### config.mk
export PLATFORM = sky130hd
export DESIGN_NAME = rtc_core
export DESIGN_NICKNAME = d
export VERILOG_FILES = /design/src/include/rtc_pkg.sv /design/src/hdl/rtc_core.sv
export SDC_FILE = /design/constraint.sdc
export NUM_CORES = 1
export LEC_CHECK = 0
export BUFFER_PORTS_ARGS = -buffer_cell sky130_fd_sc_hd__buf_4
export CAP_MARGIN = 20
export CORE_MARGIN = 1
export CORE_UTILIZATION = 60
export CTS_CLUSTER_DIAMETER = 100
export DETAILED_ROUTE_END_ITERATION = 8
export GPL_TIMING_DRIVEN = 1
export PLACE_DENSITY = 0.76
export SYNTH_ARGS = -nofsm -noshare
export SYNTH_HDL_FRONTEND = slang
export SYNTH_SLANG_ARGS = --single-unit
### constraint.sdc
create_clock -name clk_i -period 11.6 [get_ports clk_i]
set_clock_uncertainty 0.05 [all_clocks]
set_input_delay 1.16 -clock clk_i [delete_from_list [all_inputs] [get_ports clk_i]]
set_output_delay 1.16 -clock clk_i [all_outputs]
set_load 0.02 [all_outputs]
### src/include/rtc_pkg.sv
// Constants, encodings and reset values of the I2C real-time clock core
package rtc_pkg;
	// ****************************************
	// Bus target address and register map
	// ****************************************
	localparam logic [6:0] RTC_DEV_ADDR = 7'h51;
	localparam logic [4:0] RTC_OFS_CONTROL = 5'h00;
	localparam logic [4:0] RTC_OFS_FREQ = 5'h02;
	localparam logic [4:0] RTC_OFS_SECONDS = 5'h04;
	localparam logic [4:0] RTC_OFS_YEAR = 5'h0a;
	// ****************************************
	// Field positions
	// ****************************************
	localparam int RTC_BIT_CAP = 0;
	localparam int RTC_BIT_H12 = 1;
	localparam int RTC_BIT_FLAG = 7;
	localparam int RTC_BIT_PM = 5;
	localparam int RTC_BIT_MODE = 7;
	// ****************************************
	// Reset values
	// ****************************************
	localparam logic [7:0] RTC_RST_CONTROL = 8'h00;
	localparam logic [7:0] RTC_RST_FREQ = 8'h00;
	localparam logic [7:0] RTC_RST_SECONDS = 8'h80;
	localparam logic [7:0] RTC_RST_DAY = 8'h01;
	localparam logic [7:0] RTC_RST_MONTH = 8'h01;
	localparam logic [7:0] RTC_RST_ZERO = 8'h00;
	// ****************************************
	// Timing
	// ****************************************
	localparam int RTC_OSC_HZ = 32768;
	localparam int RTC_CORR_MODE0_HOURS = 2;
	localparam int RTC_CORR_MODE1_MINUTES = 4;
	localparam int RTC_CORR_MODE0_S = RTC_CORR_MODE0_HOURS * 3600;
	localparam int RTC_CORR_MODE1_S = RTC_CORR_MODE1_MINUTES * 60;
	// ****************************************
	// Bus target states, Gray along the usual path
	// ****************************************
	typedef enum logic [2:0] {
		RTC_IDLE = 3'b000,
		RTC_ADDR = 3'b001,
		RTC_ADDR_ACK = 3'b011,
		RTC_WDATA = 3'b010,
		RTC_WACK = 3'b110,
		RTC_RDATA = 3'b111,
		RTC_RACK = 3'b101
	} rtc_state_t;
endpackage : rtc_pkg

### src/hdl/rtc_core.sv
// I2C-bus target and BCD calendar with digital frequency correction
//
// Behaviour
// write is address, pointer, then stored data bytes
// control 03h selects 12-hour and 12.5 pF
// control 02h selects 12-hour and 7 pF
// seconds at pointer 4, then minutes to year
// seconds MSB is clock-integrity flag, zero valid
// 12-hour hours are BCD, bit 5 marks PM
// read is pointer write, repeated start, read address
// read burst returns time registers, pointer advances
// minutes, days, month, year kept packed BCD
// weekday index stored unchanged, advances daily
// frequency correction value lives at register 2
// correction shortens or lengthens one chosen second
// mode 0 corrects once every 2 hours
// mode 1 corrects once every 4 minutes
// clock output carries the uncorrected oscillator
// time frozen during access, pending increment later
// month lengths automatic, year divisible 4 leaps
// acknowledge address and writes, read until NACK
`timescale 1ns/1ps
module rtc_core
	import rtc_pkg::*;
#(
	parameter int TICKS_PER_SEC = RTC_OSC_HZ,
	parameter int CORR_MODE0_SEC = RTC_CORR_MODE0_S,
	parameter int CORR_MODE1_SEC = RTC_CORR_MODE1_S
)(
	input wire logic clk_i,
	input wire logic sys_rst_i,
	input wire logic scl_i,
	input wire logic sda_i,
	output logic sda_o,
	output logic sda_oe_o,
	input wire logic osc_i,
	output logic oscillator_output_pin_o,
	output logic hour12_mode_o,
	output logic cap_sel_o
);
	// ****************************************
	// State
	// ****************************************
	typedef struct packed {
		logic [2:0] scl_s;
		logic [2:0] sda_s;
		logic [2:0] osc_s;
		rtc_state_t state;
		logic [3:0] bitcnt;
		logic [7:0] shreg;
		logic [4:0] ptr;
		logic first;
		logic nack;
		logic drv;
		logic busy;
		logic pend;
		logic [7:0] ctrl;
		logic [7:0] freq;
		logic [6:0][7:0] tm;
		logic [15:0] tick;
		logic [12:0] corr;
		logic fix;
		logic clk_out;
	} rtc_regs_t;

	rtc_regs_t st_r;
	rtc_regs_t st_nxt;

	localparam logic [12:0] CORR0_LAST = 13'(CORR_MODE0_SEC - 1);
	localparam logic [12:0] CORR1_LAST = 13'(CORR_MODE1_SEC - 1);
	localparam logic [16:0] TPS = 17'(TICKS_PER_SEC);

	// ****************************************
	// Calendar helpers
	// ****************************************
	function automatic logic [8:0] bcd_inc(input logic [7:0] v,
		input logic [7:0] last, input logic [7:0] first);
		if (v == last)
			bcd_inc = {1'b1, first};
		else if (v[3:0] == 4'h9)
			bcd_inc = {1'b0, v[7:4] + 4'h1, 4'h0};
		else
			bcd_inc = {1'b0, v[7:4], v[3:0] + 4'h1};
	endfunction : bcd_inc

	function automatic logic [7:0] month_last(input logic [7:0] mon,
		input logic [7:0] yr);
		logic leap;
		leap = yr[4] ? (yr[3:0] == 4'h2 || yr[3:0] == 4'h6)
			: (yr[3:0] == 4'h0 || yr[3:0] == 4'h4 || yr[3:0] == 4'h8);
		if (mon == 8'h02)
			month_last = leap ? 8'h29 : 8'h28;
		else if (mon == 8'h04 || mon == 8'h06 || mon == 8'h09
			|| mon == 8'h11)
			month_last = 8'h30;
		else
			month_last = 8'h31;
	endfunction : month_last

	function automatic logic [7:0] reg_read(input rtc_regs_t s);
		if (s.ptr == RTC_OFS_CONTROL)
			reg_read = s.ctrl;
		else if (s.ptr == RTC_OFS_FREQ)
			reg_read = s.freq;
		else if (s.ptr >= RTC_OFS_SECONDS && s.ptr <= RTC_OFS_YEAR)
			reg_read = s.tm[3'(s.ptr - RTC_OFS_SECONDS)];
		else
			reg_read = 8'h00;
	endfunction : reg_read

	// ****************************************
	// Bus events
	// ****************************************
	logic scl_rise, scl_fall, start_c, stop_c, osc_rise;
	logic sec_done, inc_now, wr_en;
	logic [16:0] sec_len;
	logic [8:0] c_min, c_day, c_mon, c_yr;
	logic [7:0] h_nxt;
	logic h_carry;
	// Function results are held here so that slices of them stay legal
	logic [7:0] rd_byte;
	logic [8:0] h12_inc, sec_inc;

	assign scl_rise = st_r.scl_s[1] & ~st_r.scl_s[2];
	assign scl_fall = ~st_r.scl_s[1] & st_r.scl_s[2];
	assign start_c = st_r.scl_s[1] & st_r.scl_s[2]
		& ~st_r.sda_s[1] & st_r.sda_s[2];
	assign stop_c = st_r.scl_s[1] & st_r.scl_s[2]
		& st_r.sda_s[1] & ~st_r.sda_s[2];
	assign osc_rise = st_r.osc_s[1] & ~st_r.osc_s[2];
	assign wr_en = st_r.state == RTC_WDATA && scl_fall
		&& st_r.bitcnt == 4'd8 && !st_r.first;
	// Chosen second runs short for a positive value, long for negative
	assign sec_len = st_r.fix
		? TPS - {{10{st_r.freq[6]}}, st_r.freq[6:0]} : TPS;
	assign sec_done = osc_rise && 17'(st_r.tick) == sec_len - 17'd1;
	// Increments wait while the bus is busy so a burst stays coherent
	assign inc_now = st_r.pend && !st_r.busy;

	// ****************************************
	// Next state
	// ****************************************
	always_comb
	begin
		st_nxt = st_r;
		st_nxt.scl_s = {st_r.scl_s[1:0], scl_i};
		st_nxt.sda_s = {st_r.sda_s[1:0], sda_i};
		st_nxt.osc_s = {st_r.osc_s[1:0], osc_i};
		st_nxt.clk_out = st_r.osc_s[1];
		c_min = bcd_inc(st_r.tm[1], 8'h59, 8'h00);
		c_day = bcd_inc(st_r.tm[3], month_last(st_r.tm[5], st_r.tm[6]),
			8'h01);
		c_mon = bcd_inc(st_r.tm[5], 8'h12, 8'h01);
		c_yr = bcd_inc(st_r.tm[6], 8'h99, 8'h00);
		rd_byte = reg_read(st_r);
		h12_inc = bcd_inc({3'b000, st_r.tm[2][4:0]}, 8'h12, 8'h01);
		sec_inc = bcd_inc({1'b0, st_r.tm[0][6:0]}, 8'h59, 8'h00);
		h_carry = 1'b0;
		h_nxt = st_r.tm[2];
		if (st_r.ctrl[RTC_BIT_H12])
		begin
			if (st_r.tm[2][4:0] == 5'h12)
				h_nxt = {st_r.tm[2][7:5], 5'h01};
			else if (st_r.tm[2][4:0] == 5'h11)
			begin
				h_nxt = {st_r.tm[2][7:6], ~st_r.tm[2][RTC_BIT_PM], 5'h12};
				h_carry = st_r.tm[2][RTC_BIT_PM];
			end
			else
				h_nxt = {st_r.tm[2][7:5], h12_inc[4:0]};
		end
		else
			{h_carry, h_nxt} = bcd_inc(st_r.tm[2], 8'h23, 8'h00);

		// Time base: oscillator ticks make seconds
		if (osc_rise)
			st_nxt.tick = sec_done ? 16'h0000 : st_r.tick + 16'h0001;
		if (sec_done)
		begin
			st_nxt.pend = 1'b1;
			if (st_r.corr == (st_r.freq[RTC_BIT_MODE] ? CORR1_LAST
				: CORR0_LAST) || st_r.corr > CORR0_LAST)
			begin
				st_nxt.corr = 13'h0000;
				st_nxt.fix = 1'b1;
			end
			else
			begin
				st_nxt.corr = st_r.corr + 13'h0001;
				st_nxt.fix = 1'b0;
			end
		end
		if (inc_now)
		begin
			st_nxt.pend = sec_done;
			if (st_r.tm[0][6:0] == 7'h59)
			begin
				st_nxt.tm[0][6:0] = 7'h00;
				st_nxt.tm[1] = c_min[7:0];
				if (c_min[8])
				begin
					st_nxt.tm[2] = h_nxt;
					if (h_carry)
					begin
						st_nxt.tm[3] = c_day[7:0];
						st_nxt.tm[4] = st_r.tm[4] == 8'h06 ? 8'h00
							: st_r.tm[4] + 8'h01;
						if (c_day[8])
						begin
							st_nxt.tm[5] = c_mon[7:0];
							if (c_mon[8])
								st_nxt.tm[6] = c_yr[7:0];
						end
					end
				end
			end
			else
				st_nxt.tm[0][6:0] = sec_inc[6:0];
		end

		// Bus target
		if (scl_rise && (st_r.state == RTC_ADDR || st_r.state == RTC_WDATA))
		begin
			st_nxt.shreg = {st_r.shreg[6:0], st_r.sda_s[1]};
			st_nxt.bitcnt = st_r.bitcnt + 4'd1;
		end
		case (st_r.state)
			RTC_ADDR:
				if (scl_fall && st_r.bitcnt == 4'd8)
				begin
					if (st_r.shreg[7:1] == RTC_DEV_ADDR)
					begin
						st_nxt.state = RTC_ADDR_ACK;
						st_nxt.drv = 1'b1;
					end
					else
						st_nxt.state = RTC_IDLE;
				end
			RTC_ADDR_ACK:
				if (scl_fall)
				begin
					st_nxt.bitcnt = 4'd0;
					if (st_r.shreg[0])
					begin
						st_nxt.state = RTC_RDATA;
						st_nxt.shreg = {rd_byte[6:0], 1'b0};
						st_nxt.drv = ~rd_byte[7];
						st_nxt.bitcnt = 4'd1;
					end
					else
					begin
						st_nxt.state = RTC_WDATA;
						st_nxt.drv = 1'b0;
						st_nxt.first = 1'b1;
					end
				end
			RTC_WDATA:
				if (scl_fall && st_r.bitcnt == 4'd8)
				begin
					st_nxt.state = RTC_WACK;
					st_nxt.drv = 1'b1;
					st_nxt.first = 1'b0;
					if (st_r.first)
						st_nxt.ptr = st_r.shreg[4:0];
					else
					begin
						st_nxt.ptr = st_r.ptr + 5'd1;
						if (st_r.ptr == RTC_OFS_CONTROL)
							st_nxt.ctrl = st_r.shreg;
						else if (st_r.ptr == RTC_OFS_FREQ)
							st_nxt.freq = st_r.shreg;
						else if (st_r.ptr >= RTC_OFS_SECONDS
							&& st_r.ptr <= RTC_OFS_YEAR)
							st_nxt.tm[3'(st_r.ptr - RTC_OFS_SECONDS)] =
								st_r.shreg;
					end
				end
			RTC_WACK:
				if (scl_fall)
				begin
					st_nxt.state = RTC_WDATA;
					st_nxt.drv = 1'b0;
					st_nxt.bitcnt = 4'd0;
				end
			RTC_RDATA:
				if (scl_fall)
				begin
					if (st_r.bitcnt == 4'd8)
					begin
						st_nxt.state = RTC_RACK;
						st_nxt.drv = 1'b0;
						st_nxt.ptr = st_r.ptr + 5'd1;
					end
					else
					begin
						st_nxt.drv = ~st_r.shreg[7];
						st_nxt.shreg = {st_r.shreg[6:0], 1'b0};
						st_nxt.bitcnt = st_r.bitcnt + 4'd1;
					end
				end
			RTC_RACK:
				if (scl_rise)
					st_nxt.nack = st_r.sda_s[1];
				else if (scl_fall)
				begin
					if (st_r.nack)
						st_nxt.state = RTC_IDLE;
					else
					begin
						st_nxt.state = RTC_RDATA;
						st_nxt.shreg = {rd_byte[6:0], 1'b0};
						st_nxt.drv = ~rd_byte[7];
						st_nxt.bitcnt = 4'd1;
					end
				end
			default:
				st_nxt.drv = 1'b0;
		endcase
		// A start or stop overrides any byte in flight
		if (start_c)
		begin
			st_nxt.state = RTC_ADDR;
			st_nxt.bitcnt = 4'd0;
			st_nxt.drv = 1'b0;
			st_nxt.busy = 1'b1;
		end
		else if (stop_c)
		begin
			st_nxt.state = RTC_IDLE;
			st_nxt.drv = 1'b0;
			st_nxt.busy = 1'b0;
		end
	end

	// ****************************************
	// Registers
	// ****************************************
	always_ff @(posedge clk_i or posedge sys_rst_i)
	begin
		if (sys_rst_i)
		begin
			st_r <= '0;
			st_r.scl_s <= 3'b111;
			st_r.sda_s <= 3'b111;
			st_r.ctrl <= RTC_RST_CONTROL;
			st_r.freq <= RTC_RST_FREQ;
			st_r.tm[0] <= RTC_RST_SECONDS;
			st_r.tm[1] <= RTC_RST_ZERO;
			st_r.tm[2] <= RTC_RST_ZERO;
			st_r.tm[3] <= RTC_RST_DAY;
			st_r.tm[4] <= RTC_RST_ZERO;
			st_r.tm[5] <= RTC_RST_MONTH;
			st_r.tm[6] <= RTC_RST_ZERO;
		end
		else
			st_r <= st_nxt;
	end

	assign sda_o = 1'b0;
	assign sda_oe_o = ~st_r.drv;
	assign oscillator_output_pin_o = st_r.clk_out;
	assign hour12_mode_o = st_r.ctrl[RTC_BIT_H12];
	assign cap_sel_o = st_r.ctrl[RTC_BIT_CAP];

	// ****************************************
	// Checks
	// ****************************************
	a_addr_ack: assert property (@(posedge clk_i) disable iff (sys_rst_i)
		st_r.state == RTC_ADDR && scl_fall && st_r.bitcnt == 4'd8
		&& st_r.shreg[7:1] == RTC_DEV_ADDR && !start_c && !stop_c
		|=> st_r.state == RTC_ADDR_ACK && !sda_oe_o)
		else $error("address not acknowledged");
	a_write_ctrl: assert property (@(posedge clk_i) disable iff (sys_rst_i)
		wr_en && st_r.ptr == RTC_OFS_CONTROL && !start_c && !stop_c
		|=> hour12_mode_o == $past(st_r.shreg[1])
		&& cap_sel_o == $past(st_r.shreg[0]))
		else $error("control bits not taken");
	a_flag_write: assert property (@(posedge clk_i) disable iff (sys_rst_i)
		wr_en && st_r.ptr == RTC_OFS_SECONDS && !st_r.shreg[7]
		&& !start_c && !stop_c
		|=> !st_r.tm[0][RTC_BIT_FLAG])
		else $error("integrity flag not cleared");
	a_freeze_time: assert property (@(posedge clk_i) disable iff (sys_rst_i)
		st_r.busy && !wr_en |=> $stable(st_r.tm))
		else $error("time moved during access");
	a_pend_apply: assert property (@(posedge clk_i) disable iff (sys_rst_i)
		inc_now |=> st_r.tm[0][6:0] != $past(st_r.tm[0][6:0]))
		else $error("pending second not applied");
	a_read_adv: assert property (@(posedge clk_i) disable iff (sys_rst_i)
		st_r.state == RTC_RDATA && scl_fall && st_r.bitcnt == 4'd8
		&& !start_c && !stop_c
		|=> st_r.ptr == $past(st_r.ptr) + 5'd1 && sda_oe_o)
		else $error("read pointer not advanced");
	a_nack_end: assert property (@(posedge clk_i) disable iff (sys_rst_i)
		st_r.state == RTC_RACK && scl_fall && st_r.nack && !start_c
		|=> st_r.state == RTC_IDLE && sda_oe_o)
		else $error("burst went on after NACK");
	a_pm_toggle: assert property (@(posedge clk_i) disable iff (sys_rst_i)
		inc_now && st_r.ctrl[RTC_BIT_H12] && st_r.tm[0][6:0] == 7'h59
		&& st_r.tm[1] == 8'h59 && st_r.tm[2][4:0] == 5'h11
		|=> st_r.tm[2][RTC_BIT_PM] != $past(st_r.tm[2][RTC_BIT_PM])
		&& st_r.tm[2][4:0] == 5'h12)
		else $error("PM bit not toggled at 12");
	a_corr_range: assert property (@(posedge clk_i) disable iff (sys_rst_i)
		sec_done && st_r.corr == (st_r.freq[RTC_BIT_MODE] ? CORR1_LAST
		: CORR0_LAST) |=> st_r.fix && st_r.corr == 13'h0000)
		else $error("correction second not selected");
	a_clk_out: assert property (@(posedge clk_i) disable iff (sys_rst_i)
		osc_rise |=> oscillator_output_pin_o ##1 oscillator_output_pin_o
		== $past(st_r.osc_s[1]))
		else $error("clock output does not follow oscillator");
endmodule : rtc_core

* Yosys cells after proc, flatten, opt, wreduce, memory -nomap -nowiden
Index checks and enable logic that the tools add are counted.
Storage, ports and cells: output and inout port bits 5, bits in registers 137, word-level logic and storage cells 245
Cells by class: reductions and logical operators 30, add/sub/neg operators 21, $lt $le $gt $ge 5, equal/unequal tests 50, bitwise operators 20, multiplexer cells 93
Operators with widths (number):
- two-way mux 56 bit | 6
- two-way mux 8 bit | 14
- two-way mux 48 bit | 2
- bitwise mux 56 bit | 1
- adder 4 x 1 -> 4 bit, second input constant | 12
- two-way mux 15 bit | 3
- two-way mux 9 bit | 5
- two-way mux 40 bit | 1
- two-way mux 12 bit | 3
- == test 4 bit, second input constant | 8
- two-way mux 16 bit | 2
- two-way mux 32 bit | 1
- two-way mux 7 bit | 4
- != test 4 bit, second input constant | 7
- binary-select mux 8 bit (select 3 bit) | 1
- demux 8 bit (select 3 bit) | 1
- == test 8 x 3 -> 1 bit, second input constant | 3
- one-hot mux 8 bit (3 select lines) | 1
- two-way mux 1 bit | 21
- two-way mux 3 bit | 7
- two-way mux 20 bit | 1
- two-way mux 5 bit | 4
- two-way mux 6 bit | 3
- one-hot mux 3 bit (6 select lines) | 1
- other kinds (57) | 107

* Depth between registers and ports, before layout
Gate-level depths: netlist (run 1).
depth in word-level cells 20, gate-level depth with buffers 17, mapped depth without buffers 13

* Worst setup path after synthesis (run 1)
Ideal clock, no wire load.
path type register -> register, start point register st_r[87] (netlist bit), end point register st_r[4] (netlist bit), stages on the path, launching flop included 18, library setup time 121 ps, data required time 11429 ps, slack 7583 ps, clock period less this slack 4017 ps, arrival 3846 ps, cell sequence dfrtp_1 -> buf_2 -> buf_1 -> inv_1 -> ha_1 -> clkbuf_1 -> nor4b_1 -> nand2_1 -> ha_1 -> o211ai_1 -> or4_1 -> a22o_1 -> a31o_1 -> a211oi_2 -> and4_1 -> buf_6 -> o21ai_2 -> a22o_1
Between the ends: longest elaborated chain between the ends 5
RTL lines:
- from (decl) | RTL line rtc_core.sv:66 | rtc_regs_t st_r;
- from (signal assigned) | RTL line rtc_core.sv:356 | st_r <= st_nxt;
- subtractor 16 x 17 -> 17 bit | RTL line rtc_core.sv:135 | ? TPS - {{10{st_r.freq[6]}}, st_r.freq[6:0]} : TPS;
- two-way mux 17 bit | RTL line rtc_core.sv:135
- subtractor 17 x 1 -> 17 bit | RTL line rtc_core.sv:136 | assign sec_done = osc_rise && 17'(st_r.tick) == sec_len - 17'd1;
- == test 16 x 17 -> 1 bit | RTL line rtc_core.sv:136
- logical AND 1 bit | RTL line rtc_core.sv:136
Every way passes these cells. A chain may end at the register's enable or synchronous reset.

* Final worst setup path (run 1)
start point register st_r[87] (netlist bit), end point register st_r[1] (netlist bit)
Same word-level chain as after synthesis.

==> run_results.csv, run 1 <==
group,metric,value,unit
finish,nNetsFinal,1132,
logic_synthesis,synth_edf_count,0,
detailed_routing,wl_met3,2010,µm
detailed_routing,maxUsedRoutingLayer,"met4",
setup_path,cp_num_cells,13,
cts,clockRootBuffer,"clkbuf_16",
power,p_per_area,116,mW/mm²
setup_path,critPathKind,"flip-flop to flip-flop",
sta,max_freq,205,MHz
setup_path,critical_path.reg2reg.startpoint,"st_r[87]",
setup_path,cp_top_family,"simple AND/OR/NAND/NOR gates",
place,dp_hpwl,16700,µm
place,portBuffers,8,
floorplanning,dieHeight,127,µm
grt,grt_max_degree,74,
hold_path,worstHoldPathType,"flip-flop to flip-flop",
cts,clk-insertion-delay-late,0.43,ns
detailed_routing,wl,24800,µm
setup_path,cp_slowest_cell,"and4_1",
grt,overflow,0,
logic_synthesis,synth_warnings,0,
cts,clkTransAtPathRegs,0.06,ns
detailed_routing,drc,0,
floorplanning,ios,10,
floorplanning,core,0.0153,mm²
power,peakVddDrop,90.0,µV
sta,finalHoldViolations,0,
logic_synthesis,syn_nets,1168,
setup_path,reg2reg_depth,13,
logic_synthesis,synth_cell_type_count,84,
setup_path,crit_required,11.83,ns
cts,cts_setup_buffers,0,
cts,cts_resized,0,
setup_path,path_buf_inv,1,
grt,grt_pass1_vias,7913,
sta,slew_headroom,0.408,
finish,n_antenna_cell,0,
sta,fin_crit,4.88,ns
grt,gr-usage-all-layers,0.323,
sta,report.final.setup_viol,0,
finish,mostFrequentLayoutCell,"dfrtp_1",
finish,final_cell_mix,"127 x dfrtp_1, 117 x nor2_1, 107 x nand2_1, 92 x a21oi_1, 86 x o21ai_0",
setup_path,worstPathMaxFanout,20,
floorplanning,die_x,127,µm
detailed_routing,met2_length,11300,µm
sta,worst_pin_slew,0.886,ns
detailed_routing,wl_per_cell,18.8,µm
sta,fin_setup_tns,0,ns
logic_synthesis,syn_avg_cell_area,8.30,µm²
power,p_leak,0.00426,µW
detailed_routing,firstDrtPassIters,6,
sta,fin_crit_sh,0.421,
setup_path,setup.worst_path.end,"st_r[1]",
detailed_routing,vias,8511,
grt,antenna_found_initial,0,
run,drv_cap,0,
setup_path,cp-start-kind,"flip-flop",
run_status,status,"completed",
finish,drive_above_1_share,0.0839,
sta,finalMaxSlewViolations,0,
setup_path,arrival,5.11,ns
finish,fin_util,0.664,
floorplanning,start_util,0.615,
cts,clock-sinks,136,
logic_synthesis,synth-main-ff-cell,"dfrtp_1",
floorplanning,num_rows,45,
setup_path,crit_start,"st_r[87]",
finish,syn2layout_area_growth,7.93,%
logic_synthesis,async_flop_share,1.00,
cts,htreeDepth,4,
place,gp_congestion,0.911,
detailed_routing,drt.antenna.violating_nets,0,
setup_path,max_stage_delay,0.73,ns
detailed_routing,via_per_inst,6.45,
floorplanning,dieArea,0.0162,mm²
grt,grt_pass1_wl,40700,µm
setup_path,r2r-end,"st_r[1]",
cts,cts_tree,"built",
setup_path,ff2ff_setup_slack,6.72,ns
detailed_routing,wl_met1,10700,µm
setup_path,worst_setup_path_end_kind,"flip-flop",
logic_synthesis,yosysSeqAreaShare,0.364,
cts,cts_inserted_buffers,17,
cts,cts_hold_buffers,0,
detailed_routing,drtIter0Drc,885,
logic_synthesis,synth-seq-cells,136,
sta,rsz0062_at_grt,"false",
setup_path,path_cells,"inv_1, ha_1, nor4b_1, nand2_1, ha_1, o211ai_1, or4_1, a22o_1, a31o_1, a211oi_2, and4_1, nand2_1, a21boi_0",
logic_synthesis,synthCells,1131,
logic_synthesis,syn_area,0.00939,mm²
cts,cts_buffer_depth,2,
==> layout make-up <==
type	instances	area (µm²)
sequential	136	3410
tap	211	264
fill	1301	5130
clock inverter	11	198
multi-input combinational	885	5540
timing repair buffer	14	105
clock buffer	21	450
inverter	41	159
==> flip-flops by register name (all words and copies together) (netlist names), named ones only <==
name	cells
st_nxt	6
oscillator_output_pin_o	1
st_r	126
cap_sel_o	1
hour12_mode_o	1
==> Yosys cell counts (all sizes together), types with 18 or more instances <==
cell	count	area, µm²
dfrtp	127	3180
nor2	117	439
nand2	107	402
a21oi	93	469
o21ai	88	444
clkbuf	56	210
inv	40	150
nand3	40	200
nor3	37	185
ha	32	400
nor2b	25	156
nand4	22	138
xor2	21	184
xnor2	20	175
a31oi	19	119
mux2	19	214
mux2i	19	190
and3	18	113
==> worst register-to-register path, cell delays in order (launching register included) <==
cell and delay (ns):
dfrtp_1 0.59, inv_1 0.17, ha_1 0.36, nor4b_1 0.55, nand2_1 0.13, ha_1 0.37
o211ai_1 0.11, or4_1 0.40, a22o_1 0.24, a31o_1 0.24, a211oi_2 0.26, and4_1 0.73
nand2_1 0.32, a21boi_0 0.22
==> where the power goes <==
group / leakage (µW) / internal [µW] / switching (µW)
registers: 0.00185 / 488 / 26.3
clock network: 0.000311 / 388 / 215
logic: 0.00209 / 20.6 / 36.7
total: 0.00426 / 897 / 278
==> how the worst min path moves through the flow <==
stage,startpoint,endpoint,slack (ns),cells after the start
after floorplan,st_nxt[129],st_nxt[0],0.28,0
after global placement,st_nxt[129],st_nxt[0],0.28,0
after detailed placement,st_nxt[129],st_nxt[0],0.30,0
after CTS,st_nxt[129],st_nxt[0],0.30,0
after global routing,st_nxt[132],st_nxt[133],0.31,0
final,st_nxt[129],st_nxt[0],0.30,0
==> logic make-up after synthesis <==
family,Yosys count,share of synthesized area
DFF,136,0.364
buffers and inverters,110,0.0460
adders and majority gates,32,0.0426
and+or+nand+nor,449,0.241
other,1,0.000399
xor gates and xnor gates,41,0.0383
muxes,43,0.0550
AOI/OAI and AO/OA,319,0.213
==> through the flow <==
step | hold slack, ns | area, µm² | worst slack, ns | power (µW) | instances
2_1_floorplan | 0.281 | 9390 | 6.77 | 555 | 1131
3_3_place_gp | 0.284 | 9480 | 6.88 | 577 | 1287
3_5_place_dp | 0.296 | 9480 | 6.77 | 578 | 1287
4_1_cts | 0.302 | 10100 | 6.75 | 1180 | 1319
5_1_grt | 0.306 | 10100 | 6.34 | 1210 | 1319
6_report | 0.299 | 10100 | 6.72 | 1170 | 1319
==> per-layer routing <==
metal / global-route usage / vias up
met5: 0 / -
met2: 0.506 / 360
met3: 0.0800 / 70
li1: - / 4030
met1: 0.428 / 4051
met4: 0.143 / 0
Note: power is estimated with default switching activity, not from simulation.
==> run 2, diff against run 1 <==
ABC_AREA = 1   (was default)
clock period = 4.8 ns   (was 11.6 ns; I/O delays follow)
==> run 2 against run 1 <==
Maximum frequency increased by 48%. Hold slack got worse by 0.21 ns. Register-to-register slack got worse by 5.2 ns. Critical path depth increased by 4. Sequential power increased to 2.6 times the previous value. Flip-flop and latch count unchanged. Final area increased by 4.4%. Sequential share of layout area decreased by 1.4 points. Via count increased by 13%. Largest cell class unchanged.
==> run_results.csv, run 2 <==
group,metric,value,unit
run_status,status,"completed",
setup_path,cp_common_cell,"nor2_1",
setup_path,worstPathMaxFanout,18,
logic_synthesis,syn_avg_cell_area,7.11,µm²
cts,clockRootBuffer,"clkbuf_16",
floorplanning,num_rows,46,
run,drv_cap,0,
grt,grt_pass1_wl,44500,µm
finish,nNetsFinal,1411,
finish,syn2layout_area_growth,8.73,%
cts,htreeDepth,4,
finish,drive_above_1_share,0.0844,
logic_synthesis,synth.area.top_cells,"dfrtp_1 33%, nand2_1 11%, inv_1 7.4%",
logic_synthesis,async_flop_share,1.00,
detailed_routing,drtIter0Drc,1139,
logic_synthesis,synth_edf_count,0,
logic_synthesis,synth-main-ff-cell,"dfrtp_1",
logic_synthesis,yosys.area.top_type,"dfrtp_1",
floorplanning,dieArea,0.0167,mm²
cts,cts_inserted_buffers,17,
floorplanning,dieHeight,129,µm
detailed_routing,drc,0,
detailed_routing,firstDrtPassIters,8,
logic_synthesis,synth_warnings,0,
hold_path,worstHoldPathType,"input pin to flip-flop",
sta,fin_crit,3.29,ns
setup_path,cp_top_family,"simple AND/OR/NAND/NOR gates",
finish,final_cell_mix,"282 x nand2_1, 190 x inv_1, 143 x o21ai_0, 135 x nor2_1, 127 x dfrtp_1",
cts,clkTransAtPathRegs,0.07,ns
logic_synthesis,synth.most_common_cell,"nand2_1",
power,p_per_area,310,mW/mm²
sta,report.final.setup_viol,0,
power,total_power,3280,µW
cts,cts_buffer_depth,2,
sta,finalMaxSlewViolations,0,
setup_path,worst_setup_path_end_kind,"flip-flop",
sta,worst_pin_slew,0.977,ns
cts,clk-insertion-delay-late,0.45,ns
finish,largest_reg_flops,126,
floorplanning,core,0.0158,mm²
floorplanning,start_util,0.615,
setup_path,max_stage_delay,0.43,ns
logic_synthesis,synth_cell_type_count,51,
grt,grt_max_degree,107,
setup_path,path_buf_inv,3,
logic_synthesis,synth-seq-cells,136,
sta,max_freq,304,MHz
place,portBuffers,8,
logic_synthesis,syn_area,0.00973,mm²
power,peakVddDrop,364,µV
sta,finalHoldViolations,0,
finish,max_flop_register,"st_r",
power,p_leak,0.00498,µW
grt,grt_pass1_vias,8703,
setup_path,cp-start-kind,"flip-flop",
detailed_routing,wl,27400,µm
setup_path,crit_required,5.07,ns
sta,fin_crit_sh,0.686,
grt,gr-usage-all-layers,0.344,
sta,rsz0062_at_grt,"false",
detailed_routing,via_per_inst,5.98,
place,gp_congestion,0.965,
finish,mostFrequentLayoutCell,"nand2_1",
logic_synthesis,synth_commonest_cells,"282 x nand2_1, 191 x inv_1, 143 x o21ai_0, 135 x nor2_1, 127 x dfrtp_1",
logic_synthesis,yosysSeqAreaShare,0.351,
detailed_routing,wl_per_cell,17.1,µm
place,dp_hpwl,19500,µm
setup_path,cp_slowest_cell,"dfrtp_1",
cts,cts_setup_buffers,0,
detailed_routing,drt.antenna.violating_nets,0,
logic_synthesis,synthCells,1369,
cts,cts_tree,"built",
detailed_routing,vias,9578,
grt,overflow,0,
cts,cts_hold_buffers,0,
setup_path,critPathKind,"flip-flop to flip-flop",
setup_path,arrival,3.56,ns
logic_synthesis,syn_nets,1406,
setup_path,path_cells,"inv_2, ha_1, inv_2, nor2_1, nand3_1, ha_1, or2_1, nand4_1, nor2_1, nor2_2, nand2_1, nand2_1, nand3_2, nor2_8, nand2_8, clkinv_4, nor2_1",
sta,fin_setup_tns,0,ns
floorplanning,ios,10,
cts,clock-sinks,136,
cts,cts_resized,0,
sta,holdWs,0.0884,ns
sta,slew_headroom,0.349,
grt,antenna_found_initial,0,
finish,n_antenna_cell,0,
floorplanning,die_x,129,µm
logic_synthesis,synth_top_area_frac,0.327,
run 2: final timing paths:
check,from,to,slack (ns),depth (start not counted)
max,st_r[87],st_r[28],1.51,17
min,sda_i,st_nxt[132],0.09,1
min reg2reg,st_nxt[129],st_nxt[0],0.30,0
max in group asynchronous,sys_rst_i,st_r[136],3.57,3
min in group asynchronous,sys_rst_i,st_r[106],0.18,2
max reg2reg,st_r[87],st_r[28],1.51,17
run 2: power by group:
group | switching (µW) | internal, µW
clock | 583 | 846
sequential | 146 | 1220
combinational | 363 | 125
total | 1090 | 2190
run 2: logic make-up after synthesis:
kind of cell	share of synthesized area
simple gates	0.306
compound gates	0.170
other cells	0.000386
xor+xnor	0.0369
flops	0.351
fa+ha+maj	0.0412
buf+inv	0.0949
run 2: through the flow:
step / setup slack, ns / instance area (µm²) / instances / util
finish: 1.51 / 10600 / 1603 / 0.668
global route: 1.23 / 10600 / 1603 / 0.668
CTS: 1.52 / 10600 / 1603 / 0.668
detailed placement: 1.55 / 9950 / 1571 / 0.629
global placement: 1.67 / 9950 / 1571 / 0.629
floorplan: 0.645 / 9730 / 1369 / -
run 2: cell type report:
type / count / area, µm²
sequential: 136 / 3410
tap: 216 / 270
clock buffer: 18 / 439
timing repair buffer: 13 / 97.6
inverter: 205 / 779
clock inverter: 14 / 186
fill: 1412 / 5250
multi-input combinational: 1001 / 5390
run 2: worst reg2reg max path, cell delays in order, from the launching register on:
cell and delay (ns):
dfrtp_1 0.43, inv_2 0.14, ha_1 0.22, inv_2 0.05
nor2_1 0.12, nand3_1 0.14, ha_1 0.30, or2_1 0.31
nand4_1 0.17, nor2_1 0.08, nor2_2 0.13, nand2_1 0.07
nand2_1 0.08, nand3_2 0.11, nor2_8 0.30, nand2_8 0.16
clkinv_4 0.24, nor2_1 0.08
run 2: layer usage:
metal | vias up | track usage | part of all wire
li1 | 4578 | - | -
met1 | 4484 | 0.478 | 0.43
met2 | 422 | 0.529 | 0.45
met3 | 94 | 0.0714 | 0.089
met4 | 0 | 0.129 | 0.031
met5 | - | 0 | 0
==> run 3, diff against run 2 <==
CORE_UTILIZATION = 58   (was 60)
PLACE_DENSITY = 0.77   (was 0.76)
clock period = 2.85 ns   (was 4.8 ns; I/O delays follow)
==> run 3 against run 2 <==
The flow now finishes with violations (negative hold slack). Largest cell class unchanged. Total power increased by 68%. Via count rose by 0.99%. Count of clock-buffer cells in the layout rose by 2. Critical path type unchanged.
==> run_results.csv, run 3 (synthesis results as in run 2) <==
group,metric,value,unit
floorplanning,num_rows,46,
sta,worst_pin_slew,0.758,ns
detailed_routing,drc,0,
finish,fin_util,0.684,
finish,mostFrequentLayoutCell,"nand2_1",
sta,holdWs,-0.0125,ns
sta,fin_crit,2.75,ns
place,gp_congestion,0.968,
sta,max_freq,364,MHz
finish,syn2layout_area_growth,13.3,%
sta,rsz0062_at_grt,"true",
finish,largest_reg_flops,126,
detailed_routing,wl,27600,µm
hold_path,worstHoldPathType,"input pin to async pin",
grt,antenna_found_initial,0,
cts,htreeDepth,4,
cts,cts_buffer_depth,2,
sta,fin_ws,0.102,ns
floorplanning,ios,10,
detailed_routing,firstDrtPassIters,6,
setup_path,cp-start-kind,"flip-flop",
grt,overflow,0,
finish,drive_above_1_share,0.120,
grt,gr-usage-all-layers,0.331,
grt,grt_pass1_vias,8997,
power,p_per_area,500,mW/mm²
place,portBuffers,8,
run_status,violations,"negative hold slack",
setup_path,cp_slowest_cell,"dfrtp_1",
finish,final_cell_mix,"281 x nand2_1, 188 x inv_1, 143 x o21ai_0, 128 x nor2_1, 126 x dfrtp_1",
place,post-place-ws,-0.0302,ns
setup_path,worstPathMaxFanout,8,
finish,n_antenna_cell,0,
floorplanning,dieArea,0.0173,mm²
detailed_routing,wl_per_cell,16.8,µm
setup_path,path_cells,"buf_4, nor2_4, nand4_2, or2_4, ha_4, nor2_2, inv_2, nand2_2, nor3_2, nand2_1, nand2_1, nand2_1, nor2_2, nand2_2, nor2_8, nand2_8, clkbuf_16, nand2_1, nand2_1",
finish,max_flop_register,"st_r",
power,p_leak,0.00521,µW
cts,clockRootBuffer,"clkbuf_16",
run,drv_cap,0,
finish,nNetsFinal,1452,
cts,cts_tree,"built",
cts,clk-insertion-delay-late,0.44,ns
sta,finalMaxSlewViolations,0,
floorplanning,start_util,0.604,
detailed_routing,vias,9673,
floorplanning,die_x,132,µm
setup_path,cp_common_cell,"nand2_1",
place,dp_hpwl,19700,µm
setup_path,arrival,3.02,ns
sta,slew_headroom,0.494,
run_status,status,"finished, violations left",
setup_path,crit_required,3.12,ns
detailed_routing,drt.antenna.violating_nets,0,
setup_path,worst_setup_path_end_kind,"flip-flop",
grt,grt_pass1_wl,45300,µm
sta,report.final.setup_viol,0,
setup_path,max_stage_delay,0.38,ns
cts,cts_inserted_buffers,17,
detailed_routing,via_per_inst,5.88,
detailed_routing,drtIter0Drc,1125,
sta,finalHoldViolations,7,
floorplanning,core,0.0161,mm²
cts,clkTransAtPathRegs,0.06,ns
grt,grt_max_degree,137,
power,peakVddDrop,591,µV
sta,fin_crit_sh,0.964,
setup_path,cp_top_family,"simple AND/OR/NAND/NOR gates",
cts,clock-sinks,136,
floorplanning,dieHeight,132,µm
setup_path,path_buf_inv,3,
setup_path,critPathKind,"flip-flop to flip-flop",
## run 3: cell count changes in the layout (fill, tap and decap cells not counted), moves of 2 or more
cell,delta
nor2_1,-7
nor2_2,+6
ha_1,-3
buf_12,+2
inv_1,-2
or2_4,+2
buf_6,+2
ha_4,+3
clkinvlp_4,+3
clkinv_4,-2
buf_4,+33
dlygate4sd3_1,+3
inv_2,+2
## run 3: cell type report
| cell class | count | area, µm² |
|---|---|---|
| multi-input cells | 1001 | 5470 |
| repair buffers | 54 | 463 |
| clock buffers | 20 | 457 |
| flip-flops and latches | 136 | 3420 |
| clock inverters | 12 | 165 |
| fillers | 1376 | 5090 |
| well taps | 216 | 270 |
| inverters | 205 | 781 |
## run 3: path summary, 6_finish.rpt
| path | start | endpoint | slack [ns] | cells after the start |
|---|---|---|---|---|
| worst max-delay path | st_r[88] | st_r[14] | 0.10 | 19 |
| worst min-delay path | sys_rst_i | st_r[26] | -0.01 | 3 |
| worst max register to register | st_r[88] | st_r[14] | 0.10 | 19 |
| worst min register to register | st_nxt[129] | st_nxt[0] | 0.30 | 0 |
| max in group asynchronous | sys_rst_i | st_r[47] | 2.18 | 3 |
| min in group clk_i | st_nxt[129] | st_nxt[0] | 0.30 | 0 |
## run 3: worst min-delay path, cell delays in order
cell and delay, ns:
buf_4 0.12, clkinvlp_4 0.07, buf_12 0.49
## run 3: metal layers
metal / wire length [µm] / global-route usage / share of wire / vias to the layer above
met2: 12200 / 0.504 / 0.44 / 416
met5: 0 / 0 / 0 / -
met4: 966 / 0.130 / 0.035 / 0
li1: - / - / - / 4653
met3: 2560 / 0.0764 / 0.093 / 96
met1: 11900 / 0.453 / 0.43 / 4508
## run 3: what timing repair did
action                     4_1_cts  5_1_grt
hold endpoints to repair         3        0
hold buffers                     3        0
setup endpoints to repair       28       33
gates resized for setup          2       22
pin swaps                        1       11
gates cloned                     0        1
setup buffers                    0        4
## run 3: metrics by stage
step	power [µW]	hold WS [ns]	TNS [ns]	std cells	area, µm²
CTS	5490	0.0764	-0.0166	1639	10900
floorplan	2720	0.239	0	1369	9730
detailed placement	3120	0.289	-0.252	1604	10200
global placement	3110	0.282	0	1604	10200
global route	5670	0.0935	-0.478	1644	11000
finish	5510	-0.0125	0	1644	11000
## run 3: power by group
part | leakage, µW | switching (µW) | internal [µW]
clock | 0.000294 | 934 | 1440
combinational | 0.00308 | 630 | 244
sequential | 0.00183 | 211 | 2050
total | 0.00521 | 1780 | 3730
